===== config.mk =====
export PLATFORM = sky130hd
export DESIGN_NAME = awce_engine
export DESIGN_NICKNAME = d
export VERILOG_FILES = /design/src/hdl/awce_pkg.sv /design/src/hdl/awce_addr_step.sv /design/src/hdl/awce_engine.sv
export VERILOG_INCLUDE_DIRS = /design/src /design/src/hdl
export SDC_FILE = /design/constraint.sdc
export NUM_CORES = 1
export LEC_CHECK = 0
export BUFFER_PORTS_ARGS = -buffer_cell sky130_fd_sc_hd__buf_4
export CORE_MARGIN = 1.5
export CORE_UTILIZATION = 50
export DETAILED_ROUTE_END_ITERATION = 8
export MAX_ROUTING_LAYER = met4
export PLACE_DENSITY = 0.8
export SETUP_SLACK_MARGIN = 0.05
export SLEW_MARGIN = 0
export SYNTH_ARGS = -nofsm -noshare
export SYNTH_HDL_FRONTEND = slang
export SYNTH_SLANG_ARGS = --single-unit

===== constraint.sdc =====
create_clock -name clk_sys -period 6.82 [get_ports clk_sys]
set_input_delay 0.341 -clock clk_sys [delete_from_list [all_inputs] [get_ports clk_sys]]
set_output_delay 0.341 -clock clk_sys [all_outputs]
set_load 0.005 [all_outputs]

===== src/hdl/awce_regs.svh =====
// command opcodes, sector and check sizes, error bit positions and timing counts of the write engine
`ifndef AWCE_REGS_SVH
`define AWCE_REGS_SVH
`define AWCE_OP_STBY_IMM_A 8'hE0
`define AWCE_OP_STBY_IMM_B 8'h94
`define AWCE_OP_WR_BUF 8'hE8
`define AWCE_OP_WR_DMA_A 8'hCA
`define AWCE_OP_WR_DMA_B 8'hCB
`define AWCE_OP_WR_LONG_A 8'h32
`define AWCE_OP_WR_LONG_B 8'h33
`define AWCE_OP_WR_MULT 8'hC5
`define AWCE_OP_WR_SEC_A 8'h30
`define AWCE_OP_WR_SEC_B 8'h31
`define AWCE_SECTOR_WORDS 16'h0100
`define AWCE_LONG_CHECK_BYTES 16'h0004
`define AWCE_MAX_BLOCK 9'h001
`define AWCE_ERR_ABRT_BIT 2
`define AWCE_ERR_ICRC_BIT 7
`define AWCE_ERR_IDNF_BIT 4
`define AWCE_BSY_LIMIT_NS 400
`define AWCE_CLK_NS 100
`define AWCE_BSY_LIMIT_CYC (`AWCE_BSY_LIMIT_NS / `AWCE_CLK_NS)
`endif


===== src/hdl/awce_pkg.sv =====
// types shared by the write engine files
package awce_pkg;
    typedef enum logic [3:0] {
        AWCE_IDLE = 4'h0,
        AWCE_DECODE = 4'h1,
        AWCE_XFER = 4'h2,
        AWCE_CHECK = 4'h3,
        AWCE_PROG = 4'h4,
        AWCE_NEXT = 4'h5,
        AWCE_DONE = 4'h6
    } awce_state_t;

    typedef enum logic [2:0] {
        AWCE_K_NONE = 3'h0,
        AWCE_K_PIO = 3'h1,
        AWCE_K_BUF = 3'h2,
        AWCE_K_DMA = 3'h3,
        AWCE_K_LONG = 3'h4,
        AWCE_K_MULT = 3'h5
    } awce_kind_t;

    typedef struct packed {
        logic [7:0] cmd;
        logic [7:0] count;
        logic [7:0] sec_num;
        logic [7:0] cyl_lo;
        logic [7:0] cyl_hi;
        logic [3:0] head;
        logic lba_mode;
    } awce_taskfile_t;

    typedef struct packed {
        logic bsy;
        logic drq;
        logic err;
        logic [7:0] error;
    } awce_status_t;
endpackage


===== src/hdl/awce_addr_step.sv =====
// advances a task-file sector address by one, in LBA or CHS form
`timescale 1ns/1ps
module awce_addr_step #(
    parameter int SECTORS_PER_TRACK = 63,
    parameter int HEADS = 16
) (
    input wire logic lba_mode,
    input wire logic [7:0] sec_num,
    input wire logic [7:0] cyl_lo,
    input wire logic [7:0] cyl_hi,
    input wire logic [3:0] head,
    output logic [7:0] next_sec_num,
    output logic [7:0] next_cyl_lo,
    output logic [7:0] next_cyl_hi,
    output logic [3:0] next_head
);
    if (SECTORS_PER_TRACK < 1 || SECTORS_PER_TRACK > 255 || HEADS < 1 || HEADS > 16) begin
        $error("awce_addr_step: geometry out of range");
    end

    logic [27:0] lba_next;
    logic [15:0] cyl_next;

    always_comb begin
        lba_next = {head, cyl_hi, cyl_lo, sec_num} + 28'h0000001;
        cyl_next = {cyl_hi, cyl_lo} + 16'h0001;
        if (lba_mode) begin
            next_head = lba_next[27:24];
            next_cyl_hi = lba_next[23:16];
            next_cyl_lo = lba_next[15:8];
            next_sec_num = lba_next[7:0];
        end else if (sec_num < 8'(SECTORS_PER_TRACK)) begin
            next_head = head;
            next_cyl_hi = cyl_hi;
            next_cyl_lo = cyl_lo;
            next_sec_num = sec_num + 8'h01;
        end else if (head < 4'(HEADS - 1)) begin
            next_head = head + 4'h1;
            next_cyl_hi = cyl_hi;
            next_cyl_lo = cyl_lo;
            next_sec_num = 8'h01;
        end else begin
            next_head = 4'h0;
            next_cyl_hi = cyl_next[15:8];
            next_cyl_lo = cyl_next[7:0];
            next_sec_num = 8'h01;
        end
    end
endmodule


===== src/hdl/awce_engine.sv =====
// command interpreter for standby-immediate and the write-type task-file commands
// Contract
// - standby-immediate sets busy, enters sleep, clears busy, interrupts at once.
// - any later command other than standby-immediate wakes the device from sleep without a reset.
// - write-buffer takes exactly 512 bytes with the write-sectors handshake.
// - DMA write data moves only on DMA requests, by the host DMA channel.
// - DMA write raises one interrupt, after data ends and status is ready.
// - busy or data-request stays shown until a DMA write completes.
// - on DMA success the task file holds the last sector's address.
// - failed DMA sector stops the command; failing address and residual count left.
// - Ultra DMA CRC mismatch sets ICRC and ABRT at command end.
// - write-long moves 516 bytes for exactly one sector.
// - write-long moves 512 bytes as words, then 4 check bytes singly.
// - write-long check bytes may be discarded; internal check data is stored.
// - write-multiple block size is at most BLOCK_MAX sectors, one sector by default.
// - write-multiple shows busy within 400 ns of acceptance.
// - write-multiple qualifies data request once per sector and interrupts once per block.
// - write-multiple count is sectors: full blocks, then one partial remainder block.
// - write-multiple aborts if no set-multiple or multiple mode disabled.
// - write-multiple error ends at failing sector; address and residual recorded.
// - LBA uses head 27-24, cylinder high 23-16, low 15-8, sector 7-0.
// - a sector count of zero means 256 sectors.
// - accepted write: busy, then data request and busy clear, no first interrupt.
`timescale 1ns/1ps
`include "awce_regs.svh"
module awce_engine #(
    parameter int BLOCK_MAX = 1
) (
    input wire logic clk_sys,
    input wire logic sys_rst,
    input wire awce_pkg::awce_taskfile_t tf_in,
    input wire logic cmd_wr,
    input wire logic mult_enabled,
    input wire logic [8:0] mult_block,
    input wire logic udma_mode,
    input wire logic pio_wr,
    input wire logic [15:0] pio_data,
    input wire logic pio_byte,
    input wire logic dma_ack,
    input wire logic [15:0] dma_data,
    input wire logic crc_error,
    input wire logic media_done,
    input wire logic media_fail,
    output awce_pkg::awce_status_t status,
    output logic [7:0] tf_count,
    output logic [7:0] tf_sec_num,
    output logic [7:0] tf_cyl_lo,
    output logic [7:0] tf_cyl_hi,
    output logic [3:0] tf_head,
    output logic intrq,
    output logic dmarq,
    output logic sleeping,
    output logic buf_we,
    output logic [7:0] buf_addr,
    output logic [15:0] buf_data,
    output logic media_start,
    output logic [27:0] media_addr,
    output logic long_mode
);
    // block counters are 9 bits wide
    if (BLOCK_MAX < 1 || BLOCK_MAX > 256) begin
        $error("awce_engine: BLOCK_MAX out of range");
    end

    localparam int BSY_CYC = (`AWCE_BSY_LIMIT_CYC < 1) ? 1 : `AWCE_BSY_LIMIT_CYC;

    typedef struct packed {
        awce_pkg::awce_state_t state;
        awce_pkg::awce_kind_t kind;
        awce_pkg::awce_status_t st;
        logic [8:0] remain;
        logic [8:0] blk_left;
        logic [8:0] blk_size;
        logic [7:0] sec_num;
        logic [7:0] cyl_lo;
        logic [7:0] cyl_hi;
        logic [3:0] head;
        logic lba_mode;
        logic [8:0] words;
        logic [2:0] tail;
        logic crc_seen;
        logic intrq;
        logic dmarq;
        logic sleeping;
        logic buf_we;
        logic [7:0] buf_addr;
        logic [15:0] buf_data;
        logic media_start;
        logic long_mode;
    } awce_regs_t;

    awce_regs_t r;
    awce_regs_t next_r;
    logic [7:0] step_sec;
    logic [7:0] step_lo;
    logic [7:0] step_hi;
    logic [3:0] step_head;

    awce_addr_step u_step (
        .lba_mode(r.lba_mode),
        .sec_num(r.sec_num),
        .cyl_lo(r.cyl_lo),
        .cyl_hi(r.cyl_hi),
        .head(r.head),
        .next_sec_num(step_sec),
        .next_cyl_lo(step_lo),
        .next_cyl_hi(step_hi),
        .next_head(step_head)
    );

    function automatic logic [8:0] count_of(input logic [7:0] c);
        count_of = (c == 8'h00) ? 9'h100 : {1'b0, c};
    endfunction

    function automatic logic [8:0] min9(input logic [8:0] a, input logic [8:0] b);
        min9 = (a < b) ? a : b;
    endfunction

    function automatic awce_pkg::awce_kind_t kind_of(input logic [7:0] op);
        case (op)
            `AWCE_OP_WR_SEC_A, `AWCE_OP_WR_SEC_B: kind_of = awce_pkg::AWCE_K_PIO;
            `AWCE_OP_WR_BUF: kind_of = awce_pkg::AWCE_K_BUF;
            `AWCE_OP_WR_DMA_A, `AWCE_OP_WR_DMA_B: kind_of = awce_pkg::AWCE_K_DMA;
            `AWCE_OP_WR_LONG_A, `AWCE_OP_WR_LONG_B: kind_of = awce_pkg::AWCE_K_LONG;
            `AWCE_OP_WR_MULT: kind_of = awce_pkg::AWCE_K_MULT;
            default: kind_of = awce_pkg::AWCE_K_NONE;
        endcase
    endfunction

    logic [8:0] blk_cap;
    logic [8:0] last_word;
    logic data_in;
    logic [15:0] data_word;

    always_comb begin
        next_r = r;
        next_r.intrq = 1'b0;
        next_r.buf_we = 1'b0;
        next_r.media_start = 1'b0;
        // block size limited by this revision
        blk_cap = min9(mult_block, 9'(BLOCK_MAX));
        last_word = 9'(`AWCE_SECTOR_WORDS - 16'h0001);
        data_in = (r.kind == awce_pkg::AWCE_K_DMA) ? (r.dmarq && dma_ack) : pio_wr;
        data_word = (r.kind == awce_pkg::AWCE_K_DMA) ? dma_data : pio_data;
        if (cmd_wr) begin
            // a new command always preempts; any but standby-immediate also wakes from sleep
            next_r.sleeping = 1'b0;
            next_r.st.bsy = 1'b1;
            next_r.st.drq = 1'b0;
            next_r.st.err = 1'b0;
            next_r.st.error = 8'h00;
            next_r.dmarq = 1'b0;
            next_r.state = awce_pkg::AWCE_DECODE;
            next_r.kind = kind_of(tf_in.cmd);
            next_r.sec_num = tf_in.sec_num;
            next_r.cyl_lo = tf_in.cyl_lo;
            next_r.cyl_hi = tf_in.cyl_hi;
            next_r.head = tf_in.head;
            next_r.lba_mode = tf_in.lba_mode;
            next_r.remain = count_of(tf_in.count);
            next_r.crc_seen = 1'b0;
            next_r.long_mode = 1'b0;
            if (tf_in.cmd == `AWCE_OP_STBY_IMM_A || tf_in.cmd == `AWCE_OP_STBY_IMM_B) begin
                next_r.sleeping = 1'b1;
                next_r.state = awce_pkg::AWCE_DONE;
            end
        end else begin
            case (r.state)
                awce_pkg::AWCE_IDLE: begin
                end
                awce_pkg::AWCE_DECODE: begin
                    next_r.words = 9'h000;
                    next_r.tail = 3'h0;
                    case (r.kind)
                        awce_pkg::AWCE_K_NONE: begin
                            next_r.st.err = 1'b1;
                            next_r.st.error[`AWCE_ERR_ABRT_BIT] = 1'b1;
                            next_r.state = awce_pkg::AWCE_DONE;
                        end
                        awce_pkg::AWCE_K_MULT: begin
                            if (!mult_enabled || mult_block == 9'h000) begin
                                next_r.st.err = 1'b1;
                                next_r.st.error[`AWCE_ERR_ABRT_BIT] = 1'b1;
                                next_r.state = awce_pkg::AWCE_DONE;
                            end else begin
                                next_r.blk_size = blk_cap;
                                next_r.blk_left = min9(r.remain, blk_cap);
                                next_r.st.bsy = 1'b0;
                                next_r.st.drq = 1'b1;
                                next_r.state = awce_pkg::AWCE_XFER;
                            end
                        end
                        default: begin
                            if (r.kind == awce_pkg::AWCE_K_BUF || r.kind == awce_pkg::AWCE_K_LONG) begin
                                next_r.remain = 9'h001;
                            end
                            next_r.long_mode = (r.kind == awce_pkg::AWCE_K_LONG);
                            next_r.blk_size = 9'h001;
                            next_r.blk_left = 9'h001;
                            next_r.st.bsy = 1'b0;
                            next_r.st.drq = 1'b1;
                            next_r.dmarq = (r.kind == awce_pkg::AWCE_K_DMA);
                            next_r.state = awce_pkg::AWCE_XFER;
                        end
                    endcase
                end
                awce_pkg::AWCE_XFER: begin
                    if (r.kind == awce_pkg::AWCE_K_DMA && crc_error && udma_mode) begin
                        next_r.crc_seen = 1'b1;
                    end
                    if (data_in) begin
                        if (r.words <= last_word) begin
                            // 512 bytes as words, then check bytes
                            next_r.buf_we = 1'b1;
                            next_r.buf_addr = r.words[7:0];
                            next_r.buf_data = data_word;
                            next_r.words = r.words + 9'h001;
                        end else begin
                            // host check bytes are dropped
                            next_r.tail = r.tail + 3'h1;
                        end
                        if ((r.long_mode && r.tail == 3'(`AWCE_LONG_CHECK_BYTES - 16'h0001)
                                && pio_byte)
                                || (!r.long_mode && r.words == last_word)) begin
                            next_r.st.bsy = 1'b1;
                            next_r.st.drq = 1'b0;
                            next_r.dmarq = 1'b0;
                            next_r.state = awce_pkg::AWCE_CHECK;
                        end
                    end
                end
                awce_pkg::AWCE_CHECK: begin
                    next_r.media_start = (r.kind != awce_pkg::AWCE_K_BUF);
                    next_r.state = (r.kind == awce_pkg::AWCE_K_BUF) ? awce_pkg::AWCE_DONE
                                                                     : awce_pkg::AWCE_PROG;
                end
                awce_pkg::AWCE_PROG: begin
                    if (media_fail) begin
                        // stop at failing sector; residual left in count
                        next_r.st.err = 1'b1;
                        next_r.st.error[`AWCE_ERR_IDNF_BIT] = 1'b1;
                        next_r.state = awce_pkg::AWCE_DONE;
                    end else if (media_done) begin
                        next_r.remain = r.remain - 9'h001;
                        next_r.blk_left = r.blk_left - 9'h001;
                        next_r.state = awce_pkg::AWCE_NEXT;
                        if (r.remain == 9'h001) begin
                            next_r.state = awce_pkg::AWCE_DONE;
                        end else begin
                            next_r.sec_num = step_sec;
                            next_r.cyl_lo = step_lo;
                            next_r.cyl_hi = step_hi;
                            next_r.head = step_head;
                        end
                    end
                end
                awce_pkg::AWCE_NEXT: begin
                    next_r.words = 9'h000;
                    next_r.st.bsy = 1'b0;
                    next_r.st.drq = 1'b1;
                    next_r.dmarq = (r.kind == awce_pkg::AWCE_K_DMA);
                    if (r.blk_left == 9'h000) begin
                        // interrupt only where a block starts, never inside one
                        next_r.intrq = (r.kind != awce_pkg::AWCE_K_DMA);
                        next_r.blk_left = min9(r.remain, r.blk_size);
                    end
                    next_r.state = awce_pkg::AWCE_XFER;
                end
                awce_pkg::AWCE_DONE: begin
                    if (r.crc_seen) begin
                        next_r.st.err = 1'b1;
                        next_r.st.error[`AWCE_ERR_ICRC_BIT] = 1'b1;
                        next_r.st.error[`AWCE_ERR_ABRT_BIT] = 1'b1;
                    end
                    next_r.st.bsy = 1'b0;
                    next_r.st.drq = 1'b0;
                    next_r.dmarq = 1'b0;
                    next_r.long_mode = 1'b0;
                    next_r.intrq = 1'b1;
                    next_r.state = awce_pkg::AWCE_IDLE;
                end
                default: next_r.state = awce_pkg::AWCE_IDLE;
            endcase
        end
    end

    always_ff @(posedge clk_sys) begin
        if (sys_rst) begin
            r <= '0;
        end else begin
            r <= next_r;
        end
    end

    // multi-sector blocks over BLOCK_MAX are cut down to BLOCK_MAX by the block cap, so busy never lingers
    assign status = r.st;
    assign tf_count = r.remain[7:0];
    assign tf_sec_num = r.sec_num;
    assign tf_cyl_lo = r.cyl_lo;
    assign tf_cyl_hi = r.cyl_hi;
    assign tf_head = r.head;
    assign intrq = r.intrq;
    assign dmarq = r.dmarq;
    assign sleeping = r.sleeping;
    assign buf_we = r.buf_we;
    assign buf_addr = r.buf_addr;
    assign buf_data = r.buf_data;
    assign media_start = r.media_start;
    assign media_addr = {r.head, r.cyl_hi, r.cyl_lo, r.sec_num};
    assign long_mode = r.long_mode;
endmodule


Word-level counts from Yosys, hierarchy flattened
Index checks and enable logic that the tools add are counted.
{"block": "op_classes", "n_addsub": 8, "n_mux": 73, "order_cmp": 6, "eq_ne": 54, "reduce_logical": 54, "n_bitwise": 5}
{"cell": "2-to-1 mux 28 bit", "n": 5}
{"cell": "2-to-1 mux 9 bit", "n": 9}
{"cell": "2-to-1 mux 8 bit", "n": 8}
{"cell": "2-to-1 mux 18 bit", "n": 3}
{"cell": "equality test 8 bit (second input constant)", "n": 6}
{"cell": "2-to-1 mux 4 bit", "n": 9}
{"cell": "case mux 18 bit (2 select lines)", "n": 1}
{"cell": "case mux 9 bit (2 select lines)", "n": 2}
{"cell": "inequality test 3 bit (second input constant)", "n": 11}
{"cell": "equality test 8 x 6 -> 1 bit (second input constant)", "n": 4}
{"cell": "AND reduction 4 bit", "n": 8}
{"cell": "inequality test 2 bit (second input constant)", "n": 15}
{"cell": "adder 28 x 1 -> 28 bit (second input constant)", "n": 1}
{"cell": "case mux 9 bit (3 select lines)", "n": 1}
{"cell": "2-to-1 mux 25 bit", "n": 1}
{"cell": "AND reduction 5 bit", "n": 5}
{"cell": "case mux 4 bit (6 select lines)", "n": 1}
{"cell": "logical NOT 9 bit", "n": 2}
{"cell": "< comparator 9 bit", "n": 2}
{"cell": "subtractor 9 x 1 -> 9 bit (second input constant)", "n": 2}
{"cell": "adder 16 x 1 -> 16 bit (second input constant)", "n": 1}
{"cell": "2-to-1 mux 16 bit", "n": 1}
{"cell": "case mux 3 bit (5 select lines)", "n": 1}
{"cell": "equality test 4 x 3 -> 1 bit (second input constant)", "n": 3}
{"cell": "other kinds (45)", "n": 98}
{"block": "totals", "input_bits": 97, "register_bits": 112, "output_inout_bits": 105, "elab_cells": 227}

Logic depth before layout (Yosys ltp)
Gate-level depths: netlist (run 1).
{"block": "logic_depth", "depth_word": 9, "ltp_mapped": 11}

Modules after synthesis
From an unflattened synthesis (run 1), not the netlist that was laid out.
{"block": "unflattened", "hier_cells": 934, "area_unflattened_um2": 7642.3}
{"mod": "awce_engine", "n_inst": 1, "area_per_inst_um2": 6722.7, "cells_per_inst": 805}
{"mod": "awce_addr_step", "n_inst": 1, "area_per_inst_um2": 919.6, "cells_per_inst": 129}

Worst setup path before layout (run 1)
No wires, ideal clock.
{"block": "synth_path", "path_type": "reg2reg", "from": "register r (netlist bit tf_count[4])", "to": "register r[81] (netlist name)", "path_stages_with_launch": 8, "setup_ns": 0.131, "path_buffers": 0, "t_required_ns": 6.689, "arrival_ns": 2.254, "period_less_slack_ns": 2.385, "slack_ns": 4.435, "path_cell_list": "dfxtp_1 ha_1 a211oi_1 o21ai_0 a21oi_1 mux2_2 a221oi_1 o22ai_1"}
{"block": "synth_via", "elab_chain_cells": 5, "word_cells_on_any_way": 8}
{"element": "start, declared", "line": "awce_engine.sv:92", "rtl": "awce_regs_t r;"}
{"element": "start signal, assigned", "line": "awce_engine.sv:291", "rtl": "r <= next_r;"}
{"element": "< comparator 9 bit", "line": "awce_engine.sv:116", "rtl": "min9 = (a < b) ? a : b;"}
{"element": "2-to-1 mux 9 bit", "line": "awce_engine.sv:116"}
{"element": "2-to-1 mux 18 bit", "line": "awce_engine.sv:181", "rtl": "if (!mult_enabled || mult_block == 9'h000) begin"}
{"element": "case mux 18 bit (2 select lines)", "line": "awce_engine.sv:174", "rtl": "case (r.kind)"}
{"element": "case mux 9 bit (3 select lines) (*)", "line": "awce_engine.sv:168", "rtl": "case (r.state)"}
Every way passes the cells marked *; elsewhere a longest branch is shown, timed or not. The select of a mux whose other input is x is not followed.
A chain may end at the register's enable or synchronous reset.

Worst setup path after layout (run 1)
{"block": "layout_path", "from": "register r[113] (netlist name)", "to": "register r (netlist bit tf_cyl_hi[2])"}
{"block": "layout_via", "elab_chain_cells": 3}
{"element": "equality test 4 x 3 -> 1 bit", "line": "awce_engine.sv:168"}
{"element": "nonzero test 2 bit (no source line)"}
{"element": "AND reduction 6 bit (no source line)"}
Every way passes these cells.

==> results.md, run 1 <==
* Slew Viols, Final at 0
* Reg2reg end: tf_cyl_hi[2]$_SDFFE_PP0P_
* GRT Overall Usage at between 20% and 30%
* Area Overhead vs Synth at 15.75%
* Sequential area share after synthesis at between 30% and 40%
* Global-route wire length before repair at between 20000 and 30000 um
* Hold Fails Final Rpt at 0
* Post-synth EDFFs at 0
* Num Clock Sinks at approximately 110
* N_diodes at 0
* FF-to-FF setup slack at roughly 4 ns
* Via count at between 6000 and 7000
* Via-to-Cell Ratio at 5.797
* DR iter-0 viols at ~660
* YS warnings at 0
* Total chip power at 1665 uW
* Initial antenna violation count at 0
* CP Depth at 8
* Area after DPL at 8123 um^2
* Crit Path Class: flop to flop
* # IOs at between 200 and 250
* Max-cap violations at 0
* Slew HR at 25.00%
* RSZ-0062 raised after global routing: false
* Final WL at ~19000 um
* Die height at ~120 um
* H-tree Lvls at 3
* Worst Hold Path EP: tf_sec_num[0]$_SDFFE_PP0P_
* First-pass DRT Iterations at 6
* Commonest non-fill, non-tap cells in the layout: buf_4 (200), dfxtp_1 (111), nand2_1 (87)
* Nets@finish at 1136
* PostCTS Resize Cnt at 0
* Clock tree buffer depth at 2
* Post-CTS Setup Bufs at 0
* Dpl cells at around 1200
* CP Capture Type: flop
* Die area at 15250 um^2
* Status: complete, no violations
* Pleak at 0.003549 uW
* Critical Path Start Type: flop
* CP top delay family: compound AO/OA/AOI/OAI gates
* Setup slack at placement at 3.878 ns
* Gp weighted congestion at roughly 0.9
* Endpoints failing setup at 0
* Overflow after GRT at 0
* FMAX at 345.5 MHz
* Synth Area per Inst at between 7 and 8 um^2
* Worst-margin pin slew at roughly 1.1 ns
* Core footprint at between 10000 and 15000 um^2
* Worst EP arrival at roughly 3.2 ns
* WL per Instance at ~16 um
* Number of global-route vias before repair at about 6000
* TritonCTS buffer count at 9
* Critical Path RT at ~7 ns
* Clk_skew at 0.01043 ns
* Main synth FF type: dfxtp_1
* Filler cells at ~1300
* Synth top area share at a little under a third
* Worst hold stages at 3
* Cell count after synthesis at between 900 and 1000
* Design Area, Final at between 8000 and 9000 um^2
* Post-Layout Cell Count at approximately 1200
* Antenna Nets Post-Route at 0
* Hold WC Path Type: primary input to flop
* Synth async-reset ratio at 0%
* WP buf/inv at 1
* Synth area leaders: dfxtp_1 (31%), buf_4 (10%), ha_1 (5.2%), a21oi_1 (5.1%), nand2_1 (4.5%)
* Crit path max fanout at 27
* Path depth of the worst reg2reg path at 8
* Reg-to-Reg Start: r[113]$_SDFFE_PP0P_
* Pwr dens at about 200 nW/um^2
* Final min period at 2.894 ns
* Cell area after synthesis at 7259 um^2
* Layout cell share with drive strength beyond 1 at 23.47%
* Netlist cell types at 75
* Worst hold start: tf_in[21]
* Synth area leader: dfxtp_1
* Hold buffer count at CTS at 0
* Largest net degree at the start of global routing at 75
* Delay of the slowest cell on the worst path at around 0.65 ns
* Hpwl dp at roughly 14000 um
* Root Driver: clkbuf_16
* Setup tns final at 0 ns
* Clock latency at the later pin of the worst-skew pair at between 0.3 and 0.4 ns
* Site Rows at 43
* Final setup margin at about 4 ns
* Fin crit share at 42.44%
* Commonest non-fill, non-tap cell in the layout: buf_4
* CP Cell Sequence: inv_1 > ha_1 > nand4b_1 > a31oi_2 > o211ai_2 > or4_1 > a21o_1 > a21oi_1
* Maximum vdd drop at about 120 uV
* Port Buf Inserts at 196
* CTS clk-pin slew, worst paths at around 0.07 ns
* Die X at 123.5 um
* Post-synthesis register bit count at approximately 110
* CTS tree: built
* DR DRC count at 0
* Slowest-stage cell, CP: or4_1
* Starting density of the core at 51.70%
## final cells by class
type	count	area (um^2)	share of cell area (%)
Multi-Input combinational cell	654	4050	48.20
Sequential cell	111	2222	26.44
Timing Repair Buffer	200	1501	17.87
Clock buffer	10	229.0	2.725
Tap cell	180	225.2	2.680
Inverter	33	123.9	1.474
Clock inverter	6	51.30	0.6105
## worst min-delay path: cells and delay by family
kind | cells | cell delay (ns)
buf+inv | 1 | 0.11
simple gates | 1 | 0.05
compound gates | 1 | 0.05
## through the flow
step / utilization [%] / hold slack [ns]
final: 59.84 / 0.2402
after CTS: 59.84 / 0.2288
after global placement: 57.85 / 0.4441
after global routing: 59.84 / 0.2507
after detailed placement: 57.85 / 0.4444
after floorplan: - / 0.4298
## cells by family (layout without fill, tap and decap cells)
| family | Yosys count | in the layout | synth area share, % |
|---|---|---|---|
| buffers and inverters | 174 | 249 | 14.27 |
| adder cells (fa/ha/maj) | 30 | 30 | 5.171 |
| flip-flops | 111 | 111 | 30.61 |
| AND/OR/NAND/NOR | 315 | 315 | 21.06 |
| multiplexers | 31 | 31 | 4.412 |
| AO/OA/AOI/OAI | 251 | 251 | 22.68 |
| XOR/XNOR | 14 | 14 | 1.689 |
| other | 2 | 13 | 0.1035 |
## registers in the layout, summed over array words and instances, names as in the netlist, 4 cells and up
register,cells
tf_head,4
buf_addr,8
r,39
status,6
buf_data,16
tf_sec_num,8
tf_cyl_lo,8
tf_cyl_hi,8
tf_count,8
## layer usage
metal  global-route usage (%)  share of wire, %  up-vias
met5                        -                 0        -
met2                    39.03                47      293
met1                    32.67                44     3203
met3                    3.598               6.5       24
met4                    9.770               1.8        0
li1                         -                 -     3402
## worst max path at each step
| stage | start | endpoint |
|---|---|---|
| 3_5_place_dp | cmd_wr | tf_cyl_hi[2]$_SDFFE_PP0P_ |
| 5_1_grt | r[113]$_SDFFE_PP0P_ | tf_cyl_hi[2]$_SDFFE_PP0P_ |
| 3_3_place_gp | cmd_wr | tf_cyl_hi[2]$_SDFFE_PP0P_ |
| 6_report | r[113]$_SDFFE_PP0P_ | tf_cyl_hi[2]$_SDFFE_PP0P_ |
| 2_1_floorplan | tf_count[4]$_SDFFE_PP0P_ | r[81]$_SDFFE_PP0P_ |
| 4_1_cts | r[113]$_SDFFE_PP0P_ | tf_cyl_hi[2]$_SDFFE_PP0P_ |
## power breakdown
group | internal [uW] | switching, uW | leakage (uW) | total [uW]
combinational | 192 | 221 | 0.00251 | 412
sequential | 684 | 54.0 | 0.000904 | 738
clock | 254 | 261 | 0.000139 | 515
total | 1130 | 535 | 0.00355 | 1670
## synthesized netlist by cell type, types with 8 or more instances
library cell / count
a211oi_1: 25
a21oi_1: 74
a22oi_1: 16
a31oi_1: 21
and2_1: 14
buf_4: 99
clkbuf_1: 27
dfxtp_1: 111
ha_1: 30
inv_1: 33
mux2_2: 8
mux2i_1: 23
nand2_1: 87
nand2b_1: 8
nand3_1: 26
nand4_1: 10
nor2_1: 86
nor2b_1: 8
nor3_1: 24
nor4_1: 14
o21ai_0: 45
Note: power is estimated with default switching activity, not from simulation.
==> run 2: changes to the inputs <==
--- a/config.mk
+++ b/config.mk
@@ -6,12 +6,13 @@
 export SDC_FILE = /design/constraint.sdc
 export NUM_CORES = 1
 export LEC_CHECK = 0
+export ABC_AREA = 1
 export BUFFER_PORTS_ARGS = -buffer_cell sky130_fd_sc_hd__buf_4
 export CORE_MARGIN = 1.5
-export CORE_UTILIZATION = 50
+export CORE_UTILIZATION = 49
 export DETAILED_ROUTE_END_ITERATION = 8
 export MAX_ROUTING_LAYER = met4
-export PLACE_DENSITY = 0.8
+export PLACE_DENSITY = 0.81
 export SETUP_SLACK_MARGIN = 0.05
 export SLEW_MARGIN = 0
 export SYNTH_ARGS = -nofsm -noshare
==> constraint.sdc (replaced) <==
create_clock -name clk_sys -period 2.33 [get_ports clk_sys]
set_input_delay 0.1165 -clock clk_sys [delete_from_list [all_inputs] [get_ports clk_sys]]
set_output_delay 0.1165 -clock clk_sys [all_outputs]
set_load 0.005 [all_outputs]
==> run 2 against run 1 <==
Compared with the run above:
- first-iteration DRC count decreased by 22%
- combinational power grew to 4.1 times the previous value
- core utilization decreased by 0.35 points
- critical endpoint is now r[115]$_SDFFE_PP0P_
- highest routed layer unchanged
==> results.md, run 2 <==
* FMAX at 470.6 MHz (was 345.5 MHz)
* Max reg flops at 39 (unchanged)
* Max-cap violations at 0 (unchanged)
* Post-synthesis register bit count at 111 (unchanged)
* Worst hold start: tf_in[22] (was tf_in[21])
* Largest net degree at the start of global routing at 58 (was 75)
* Pleak at 0.004310 uW (was 0.003549 uW)
* RSZ-0062 raised after global routing: true (was false)
* Die X at 129.9 um (was 123.5 um)
* CP Cell Sequence: ha_4 > nand2_1 > nor3_2 > nand2_1 > nor2_2 > ha_2 > inv_2 > o21ai_2 > inv_2 > nand2_2 > nand3_1 > nand2_1 > and2_1 > a21oi_1 (was inv_1 > ha_1 > nand4b_1 > a31oi_2 > o211ai_2 > or4_1 > a21o_1 > a21oi_1)
* Core footprint at 15830 um^2 (was 14040 um^2)
* Synth top area share at 28.18% (was 30.61%)
* Critical Path RT at 2.56 ns (was 7.11 ns)
* Final setup margin at 0.2050 ns (was 3.926 ns)
* Worst Hold Path EP: tf_sec_num[1]$_SDFFE_PP0P_ (was tf_sec_num[0]$_SDFFE_PP0P_)
* Delay of the slowest cell on the worst path at 0.36 ns (was 0.65 ns)
* Antenna Nets Post-Route at 0 (unchanged)
* Top cell by count, worst path: nand2_1
* DR iter-0 viols at 513 (was 655)
* Layout cell share with drive strength beyond 1 at 21.35% (was 23.47%)
* Dpl cells at 1554 (was 1178)
* Pint at 3528 uW (was 1130 uW)
* Pwr dens at 572.5 nW/um^2 (was 198.2 nW/um^2)
* Sequential area share after synthesis at 28.18% (was 30.61%)
* WP buf/inv at 2 (was 1)
* Cell area after synthesis at 7885 um^2 (was 7259 um^2)
* Worst hold stages at 3 (unchanged)
* Num Clock Sinks at 111 (unchanged)
* CP Capture Type: flop (unchanged)
* Netlist cell types at 43 (was 75)
* N_diodes at 0 (unchanged)
* Clock tree buffer depth at 2 (unchanged)
* Post-synth EDFFs at 0 (unchanged)
* Die height at 129.9 um (was 123.5 um)
* Sequential power share at 40.2% (was 44.3%)
* Site Rows at 46 (was 43)
* Final min period at 2.125 ns (was 2.894 ns)
* GRT Overall Usage at 25.73% (was 24.97%)
* Fin crit share at 91.20% (was 42.44%)
* Count leader, synth: nand2_1 (was dfxtp_1)
* CP top delay family: simple AND/OR/NAND/NOR gates (was compound AO/OA/AOI/OAI gates)
* Initial antenna violation count at 0 (unchanged)
* Net Sw Frac at 34.56% (was 32.14%)
* Crit Path Class: flop to flop (unchanged)
* Hold buffer count at CTS at 0 (unchanged)
* Crit path max fanout at 4 (was 27)
* Setup tns final at 0 ns (unchanged)
* Largest reg by FF count: r (unchanged)
* Slew HR at 52.33% (was 25.00%)
* Via-to-Cell Ratio at 5.280 (was 5.797)
* First-pass DRT Iterations at 5 (was 6)
* Synth Area per Inst at 6.385 um^2 (was 7.823 um^2)
* Path depth of the worst reg2reg path at 14 (was 8)
* Synth async-reset ratio at 0% (unchanged)
* Status: complete, no violations (unchanged)
* Clk_skew at 0.006329 ns (was 0.01043 ns)
* Reg-to-Reg Start: r[34]$_SDFFE_PP0P_ (was r[113]$_SDFFE_PP0P_)
* Slew Viols, Final at 0 (unchanged)
* Global-route wire length before repair at 34180 um (was 29320 um)
* CTS tree: built (unchanged)
* Hpwl dp at 16130 um (was 13670 um)
* Final WL at 21650 um (was 18960 um)
* Main synth FF type: dfxtp_1 (unchanged)
* Critical Path Start Type: flop (unchanged)
* Port Buf Inserts at 196 (unchanged)
* Slowest-stage cell, CP: dfxtp_2 (was or4_1)
* YS warnings at 0 (unchanged)
* Die area at 16860 um^2 (was 15250 um^2)
* Worst EP arrival at 2.36 ns (was 3.18 ns)
* Commonest non-fill, non-tap cells in the layout: nand2_1 (306), buf_4 (237), nor2_1 (122) (was buf_4 (200), dfxtp_1 (111), nand2_1 (87))
* DR DRC count at 0 (unchanged)
* Clock latency at the later pin of the worst-skew pair at 0.35 ns (was 0.36 ns)
* Post-Layout Cell Count at 1574 (was 1194)
* Number of global-route vias before repair at 7436 (was 5993)
* FF-to-FF setup slack at 0.21 ns (was 3.93 ns)
* # IOs at 202 (unchanged)
* H-tree Lvls at 3 (unchanged)
* Area Overhead vs Synth at 19.42% (was 15.75%)
* TritonCTS buffer count at 9 (unchanged)
* Overflow after GRT at 0 (unchanged)
* Filler cells at 1530 (was 1315)
* Maximum vdd drop at 376.1 uV (was 117.2 uV)
* Gp weighted congestion at 0.9315 (was 0.9028)
* Hold WC Path Type: primary input to flop (unchanged)
* Root Driver: clkbuf_16 (unchanged)
* Commonest non-fill, non-tap cell in the layout: nand2_1 (was buf_4)
* Starting density of the core at 49.82% (was 51.70%)
* Setup slack at placement at 0.01411 ns (was 3.878 ns)
* Nets@finish at 1480 (was 1136)
* Clock power share at 28.3% (was 30.9%)
* Endpoints failing setup at 0 (unchanged)
* CTS clk-pin slew, worst paths at 0.07 ns (about the same)
* Synth area leader: dfxtp_1 (unchanged)
* Worst-margin pin slew at 0.7143 ns (was 1.123 ns)
* Logic gate share of total power at 31.5% (was 24.8%)
* Cell count after synthesis at 1235 (was 928)
* Hold Fails Final Rpt at 0 (unchanged)
* Seq. cell area at 2226 um^2 (was 2222 um^2)
* Switching Power at 1863 uW (was 535.3 uW)
* Multi-input gate area at 4418 um^2 (was 4050 um^2)
* Reg2reg end: r[115]$_SDFFE_PP0P_ (was tf_cyl_hi[2]$_SDFFE_PP0P_)
* Synth cell count leaders: nand2_1 (308), nor2_1 (124), inv_1 (112) (was dfxtp_1 (111), buf_4 (99), nand2_1 (87))
* Via count at 8311 (was 6922)
* Synth area leaders: dfxtp_1 (28%), nand2_1 (15%), buf_4 (9.7%), a21oi_1 (6.9%), nor2_1 (5.9%) (was dfxtp_1 (31%), buf_4 (10%), ha_1 (5.2%), a21oi_1 (5.1%), nand2_1 (4.5%))
* WL per Instance at 13.76 um (was 15.88 um)
==> run 2: cell count changes in the layout (fill, tap and decap cells not counted), moves of 16 or more <==
cell / delta
nand2_1: +219
inv_1: +77
nand3_1: +63
nand4_1: +40
buf_4: +37
nor2_1: +36
a21oi_1: +34
a211oi_1: -24
mux2i_1: -23
a31oi_1: -16
==> run 2: stage by stage <==
step	utilization (%)	hold WS (ns)	power, uW	area, um^2
floorplan	-	0.2822	3323	7926
global placement	57.00	0.3854	3789	9022
detailed placement	57.00	0.4099	3826	9022
CTS	58.88	0.03269	5363	9319
global route	59.49	0.05778	5729	9417
finish	59.49	0.04184	5391	9417
==> run 2: worst min-delay path: cells and delay by family <==
family	cells	cell delay [ns]
buf+inv	1	0.11
compound gates	1	0.07
simple gates	1	0.05
==> run 2: what timing repair did <==
action | 4_1_cts | 5_1_grt
resized for setup | 1 | 19
setup buffers | 0 | 3
gates cloned | 0 | 1
pin swaps | 0 | 7
endpoints found under the setup margin | 2 | 13
==> run 2: worst max-delay path by stage <==
stage                                         to  slack [ns]  cells past startpoint           startpoint
after floorplan           status[9]$_SDFFE_PP0P_        0.16                     15   r[34]$_SDFFE_PP0P_
after global placement    status[9]$_SDFFE_PP0P_        0.14                     15   r[34]$_SDFFE_PP0P_
after detailed placement  status[9]$_SDFFE_PP0P_        0.01                     15   r[35]$_SDFFE_PP0P_
after CTS                 status[9]$_SDFFE_PP0P_        0.12                     15   r[35]$_SDFFE_PP0P_
after global routing          r[84]$_SDFFE_PP0P_        0.01                     12  r[113]$_SDFFE_PP0P_
final                        r[115]$_SDFFE_PP0P_        0.21                     14   r[34]$_SDFFE_PP0P_
==> run 2: cells by family (layout without fill, tap and decap cells) <==
| group | after synthesis | count (layout) | share of synthesized area, % |
|---|---|---|---|
| adders and majority gates | 30 | 30 | 4.760 |
| buffers and inverters | 257 | 368 | 17.31 |
| DFF | 111 | 111 | 28.18 |
| AOI/OAI and AO/OA | 198 | 198 | 13.49 |
| xor gates and xnor gates | 16 | 16 | 1.777 |
| other | 2 | 13 | 0.09524 |
| and+or+nand+nor | 621 | 622 | 34.39 |
==> run 2: per-layer routing <==
| metal | global-route usage [%] | share of wire, % | vias up | wire [um] |
|---|---|---|---|---|
| met5 | - | 0 | - | 0 |
| met4 | 8.039 | 1.7 | 0 | 370 |
| met3 | 4.100 | 6.7 | 36 | 1446 |
| met2 | 43.85 | 48 | 302 | 10440 |
| met1 | 31.20 | 43 | 3784 | 9399 |
| li1 | - | - | 4189 | - |
==> run 2: cell type report <==
class / count / area share (%)
repair buffers: 237 / 18.89
multi-input cells: 879 / 46.92
clock inverters: 4 / 0.3720
flip-flops and latches: 111 / 23.64
clock buffers: 12 / 2.724
inverters: 115 / 4.584
well taps: 216 / 2.870
==> run 2: power groups by stage <==
stage / logic, uW / clock network [uW] / registers, uW
after CTS: 1640 / 1570 / 2160
after detailed placement: 1630 / 0 / 2200
after global placement: 1590 / 0 / 2200
after global routing: 1900 / 1640 / 2180
final: 1700 / 1530 / 2160
after floorplan: 1160 / 0 / 2160
==> run 3: changes to the inputs <==
--- a/config.mk
+++ b/config.mk
@@ -9,10 +9,10 @@
 export ABC_AREA = 1
 export BUFFER_PORTS_ARGS = -buffer_cell sky130_fd_sc_hd__buf_4
 export CORE_MARGIN = 1.5
-export CORE_UTILIZATION = 49
+export CORE_UTILIZATION = 50
 export DETAILED_ROUTE_END_ITERATION = 8
 export MAX_ROUTING_LAYER = met4
-export PLACE_DENSITY = 0.81
+export PLACE_DENSITY = 0.79
 export SETUP_SLACK_MARGIN = 0.05
 export SLEW_MARGIN = 0
 export SYNTH_ARGS = -nofsm -noshare
==> constraint.sdc (replaced) <==
create_clock -name clk_sys -period 2.35 [get_ports clk_sys]
set_input_delay 0.1175 -clock clk_sys [delete_from_list [all_inputs] [get_ports clk_sys]]
set_output_delay 0.1175 -clock clk_sys [all_outputs]
set_load 0.005 [all_outputs]
==> run 3 against run 2 <==
Compared with the run above:
- cell area is 1.1% lower
- via count is 1.4% lower
- setup slack worse by 0.022 ns
- critical path depth is 1 higher
- core utilization is 1.3 points higher
- flip-flop and latch count stayed put
- die area is 2.0% lower
- routed wire length is 1.4% lower
- register-to-register slack worse by 0.02 ns
- sequential power hardly changed
- combinational power is 3% lower
- hold slack better by 0.0098 ns
- highest routed layer unchanged
==> results.md, run 3 (synthesized netlist as in run 2, its figures left out) <==
* Clk_skew at 0.009820 ns (was 0.006329 ns)
* Hold Fails Final Rpt at 0 (unchanged)
* Setup slack at placement at -0.008431 ns (was 0.01411 ns)
* Core footprint at 15310 um^2 (was 15830 um^2)
* Worst EP arrival at 2.41 ns (was 2.36 ns)
* Via count at 8196 (was 8311)
* Die X at 128.6 um (was 129.9 um)
* Critical Path RT at 2.59 ns (was 2.56 ns)
* Global-route wire length before repair at 34770 um (was 34180 um)
* DR iter-0 viols at 636 (was 513)
* Hpwl dp at 15940 um (was 16130 um)
* Die area at 16530 um^2 (was 16860 um^2)
* Clock latency at the later pin of the worst-skew pair at 0.36 ns (was 0.35 ns)
* Filler cells at 1499 (was 1530)
* Area Overhead vs Synth at 18.06% (was 19.42%)
* GRT Overall Usage at 26.60% (was 25.73%)
* Final WL at 21360 um (was 21650 um)
* Port Buf Inserts at 196 (unchanged)
* Layout cell share with drive strength beyond 1 at 20.51% (was 21.35%)
* Crit Path Class: flop to flop (unchanged)
* Root Driver: clkbuf_16 (unchanged)
* Final min period at 2.167 ns (was 2.125 ns)
* Max-cap violations at 0 (unchanged)
* Commonest non-fill, non-tap cells in the layout: nand2_1 (305), buf_4 (225), nor2_1 (123) (was nand2_1 (306), buf_4 (237), nor2_1 (122))
* Critical Path Start Type: flop (unchanged)
* First-pass DRT Iterations at 5 (unchanged)
* Area after DPL at 8949 um^2 (was 9022 um^2)
* Crit path max fanout at 4 (unchanged)
* Site Rows at 45 (was 46)
* Pleak at 0.004248 uW (was 0.004310 uW)
* Initial antenna violation count at 0 (unchanged)
* Commonest non-fill, non-tap cell in the layout: nand2_1 (unchanged)
* Slew Viols, Final at 0 (unchanged)
* Post-CTS Setup Bufs at 0 (unchanged)
* Overflow after GRT at 0 (unchanged)
* Largest reg by FF count: r (unchanged)
* Endpoints failing setup at 0 (unchanged)
* Nets@finish at 1468 (was 1480)
* Num Clock Sinks at 111 (unchanged)
* Worst-margin pin slew at 0.7423 ns (was 0.7143 ns)
* Fin crit share at 92.21% (was 91.20%)
* Final setup margin at 0.1830 ns (was 0.2050 ns)
* Starting density of the core at 51.49% (was 49.82%)
* Max reg flops at 39 (unchanged)
* Slew HR at 50.46% (was 52.33%)
* Worst hold start: crc_error (was tf_in[22])
* Via-to-Cell Ratio at 5.264 (was 5.280)
* Antenna Nets Post-Route at 0 (unchanged)
* Number of global-route vias before repair at 7449 (was 7436)
* N_diodes at 0 (unchanged)
* # IOs at 202 (unchanged)
* Die height at 128.6 um (was 129.9 um)
* DR DRC count at 0 (unchanged)
* Status: complete, no violations (unchanged)
* Design Area, Final at 9309 um^2 (was 9417 um^2)
* Setup crit start: r[35]$_SDFFE_PP0P_ (was r[34]$_SDFFE_PP0P_)
* Pwr dens at 570.7 nW/um^2 (was 572.5 nW/um^2)
* FMAX at 461.5 MHz (was 470.6 MHz)
* Maximum vdd drop at 429.9 uV (was 376.1 uV)
* Reg-to-Reg Start: r[35]$_SDFFE_PP0P_ (was r[34]$_SDFFE_PP0P_)
* Total chip power at 5313 uW (was 5391 uW)
* WL per Instance at 13.72 um (was 13.76 um)
* CTS tree: built (unchanged)
* Setup tns final at 0 ns (unchanged)
* Clock tree buffer depth at 2 (unchanged)
* TritonCTS buffer count at 9 (unchanged)
* CP Capture Type: flop (unchanged)
* Gp weighted congestion at 0.9325 (was 0.9315)
* Hold WC Path Type: primary input to flop (unchanged)
* H-tree Lvls at 3 (unchanged)
* RSZ-0062 raised after global routing: true (unchanged)
* Largest net degree at the start of global routing at 58 (unchanged)
* CTS clk-pin slew, worst paths at 0.07 ns (about the same)
run 3: path summary, 6_finish.rpt:
check / to / slack (ns) / cells past startpoint
max reg2reg: dmarq$_SDFFE_PP0P_ / 0.18 / 15
min: r[30]$_SDFFE_PP0P_ / 0.05 / 3
min reg2reg: sleeping$_SDFFE_PP0P_ / 0.46 / 2
max: dmarq$_SDFFE_PP0P_ / 0.18 / 15
run 3: repair_timing:
action | CTS | global route
pin swaps | 0 | 7
setup endpoints to repair | 2 | 12
hold buffers | 1 | 0
resized for setup | 1 | 16
hold endpoints to repair | 1 | 0
run 3: per-stage QoR:
step / instances / hold slack [ns] / util (%)
floorplan: 1246 / 0.2832 / -
global placement: 1540 / 0.3722 / 58.43
detailed placement: 1540 / 0.3782 / 58.43
CTS: 1557 / 0.03974 / 60.41
global route: 1557 / 0.04870 / 60.78
finish: 1557 / 0.05159 / 60.78
run 3: where the power goes:
part | total, uW | switching (uW) | internal [uW]
Sequential | 2150 | 158 | 2000
Clock | 1510 | 768 | 745
Combinational | 1650 | 956 | 689
run 3: metal layers:
metal,routed length (um),vias to the layer above,global-route usage [%]
li1,-,4165,-
met5,0,-,-
met2,10110,284,43.74
met4,337,0,7.006
met3,1345,27,4.782
met1,9563,3720,33.74
run 3: cell type report:
class                   count  area [um^2]  share of cell area (%)
clock buffers               9        225.2                   2.419
well taps                 211        264.0                   2.836
flip-flops and latches    111         2226                   23.91
clock inverters             7        62.56                  0.6720
multi-input cells         878         4400                   47.27
repair buffers            226         1699                   18.25
inverters                 115        431.7                   4.637
run 3: critical path: stages, from the launching register on:
cell and delay, ns:
dfxtp_2 0.35, ha_4 0.14, nand2_1 0.07, nor3_2 0.23
nand2_1 0.09, nor2_1 0.13, ha_2 0.18, inv_1 0.06
o21ai_1 0.13, inv_1 0.08, nand2_2 0.07, nand2_2 0.07
nor3b_4 0.25, nand2_1 0.09, nand2_1 0.06, a21oi_1 0.05
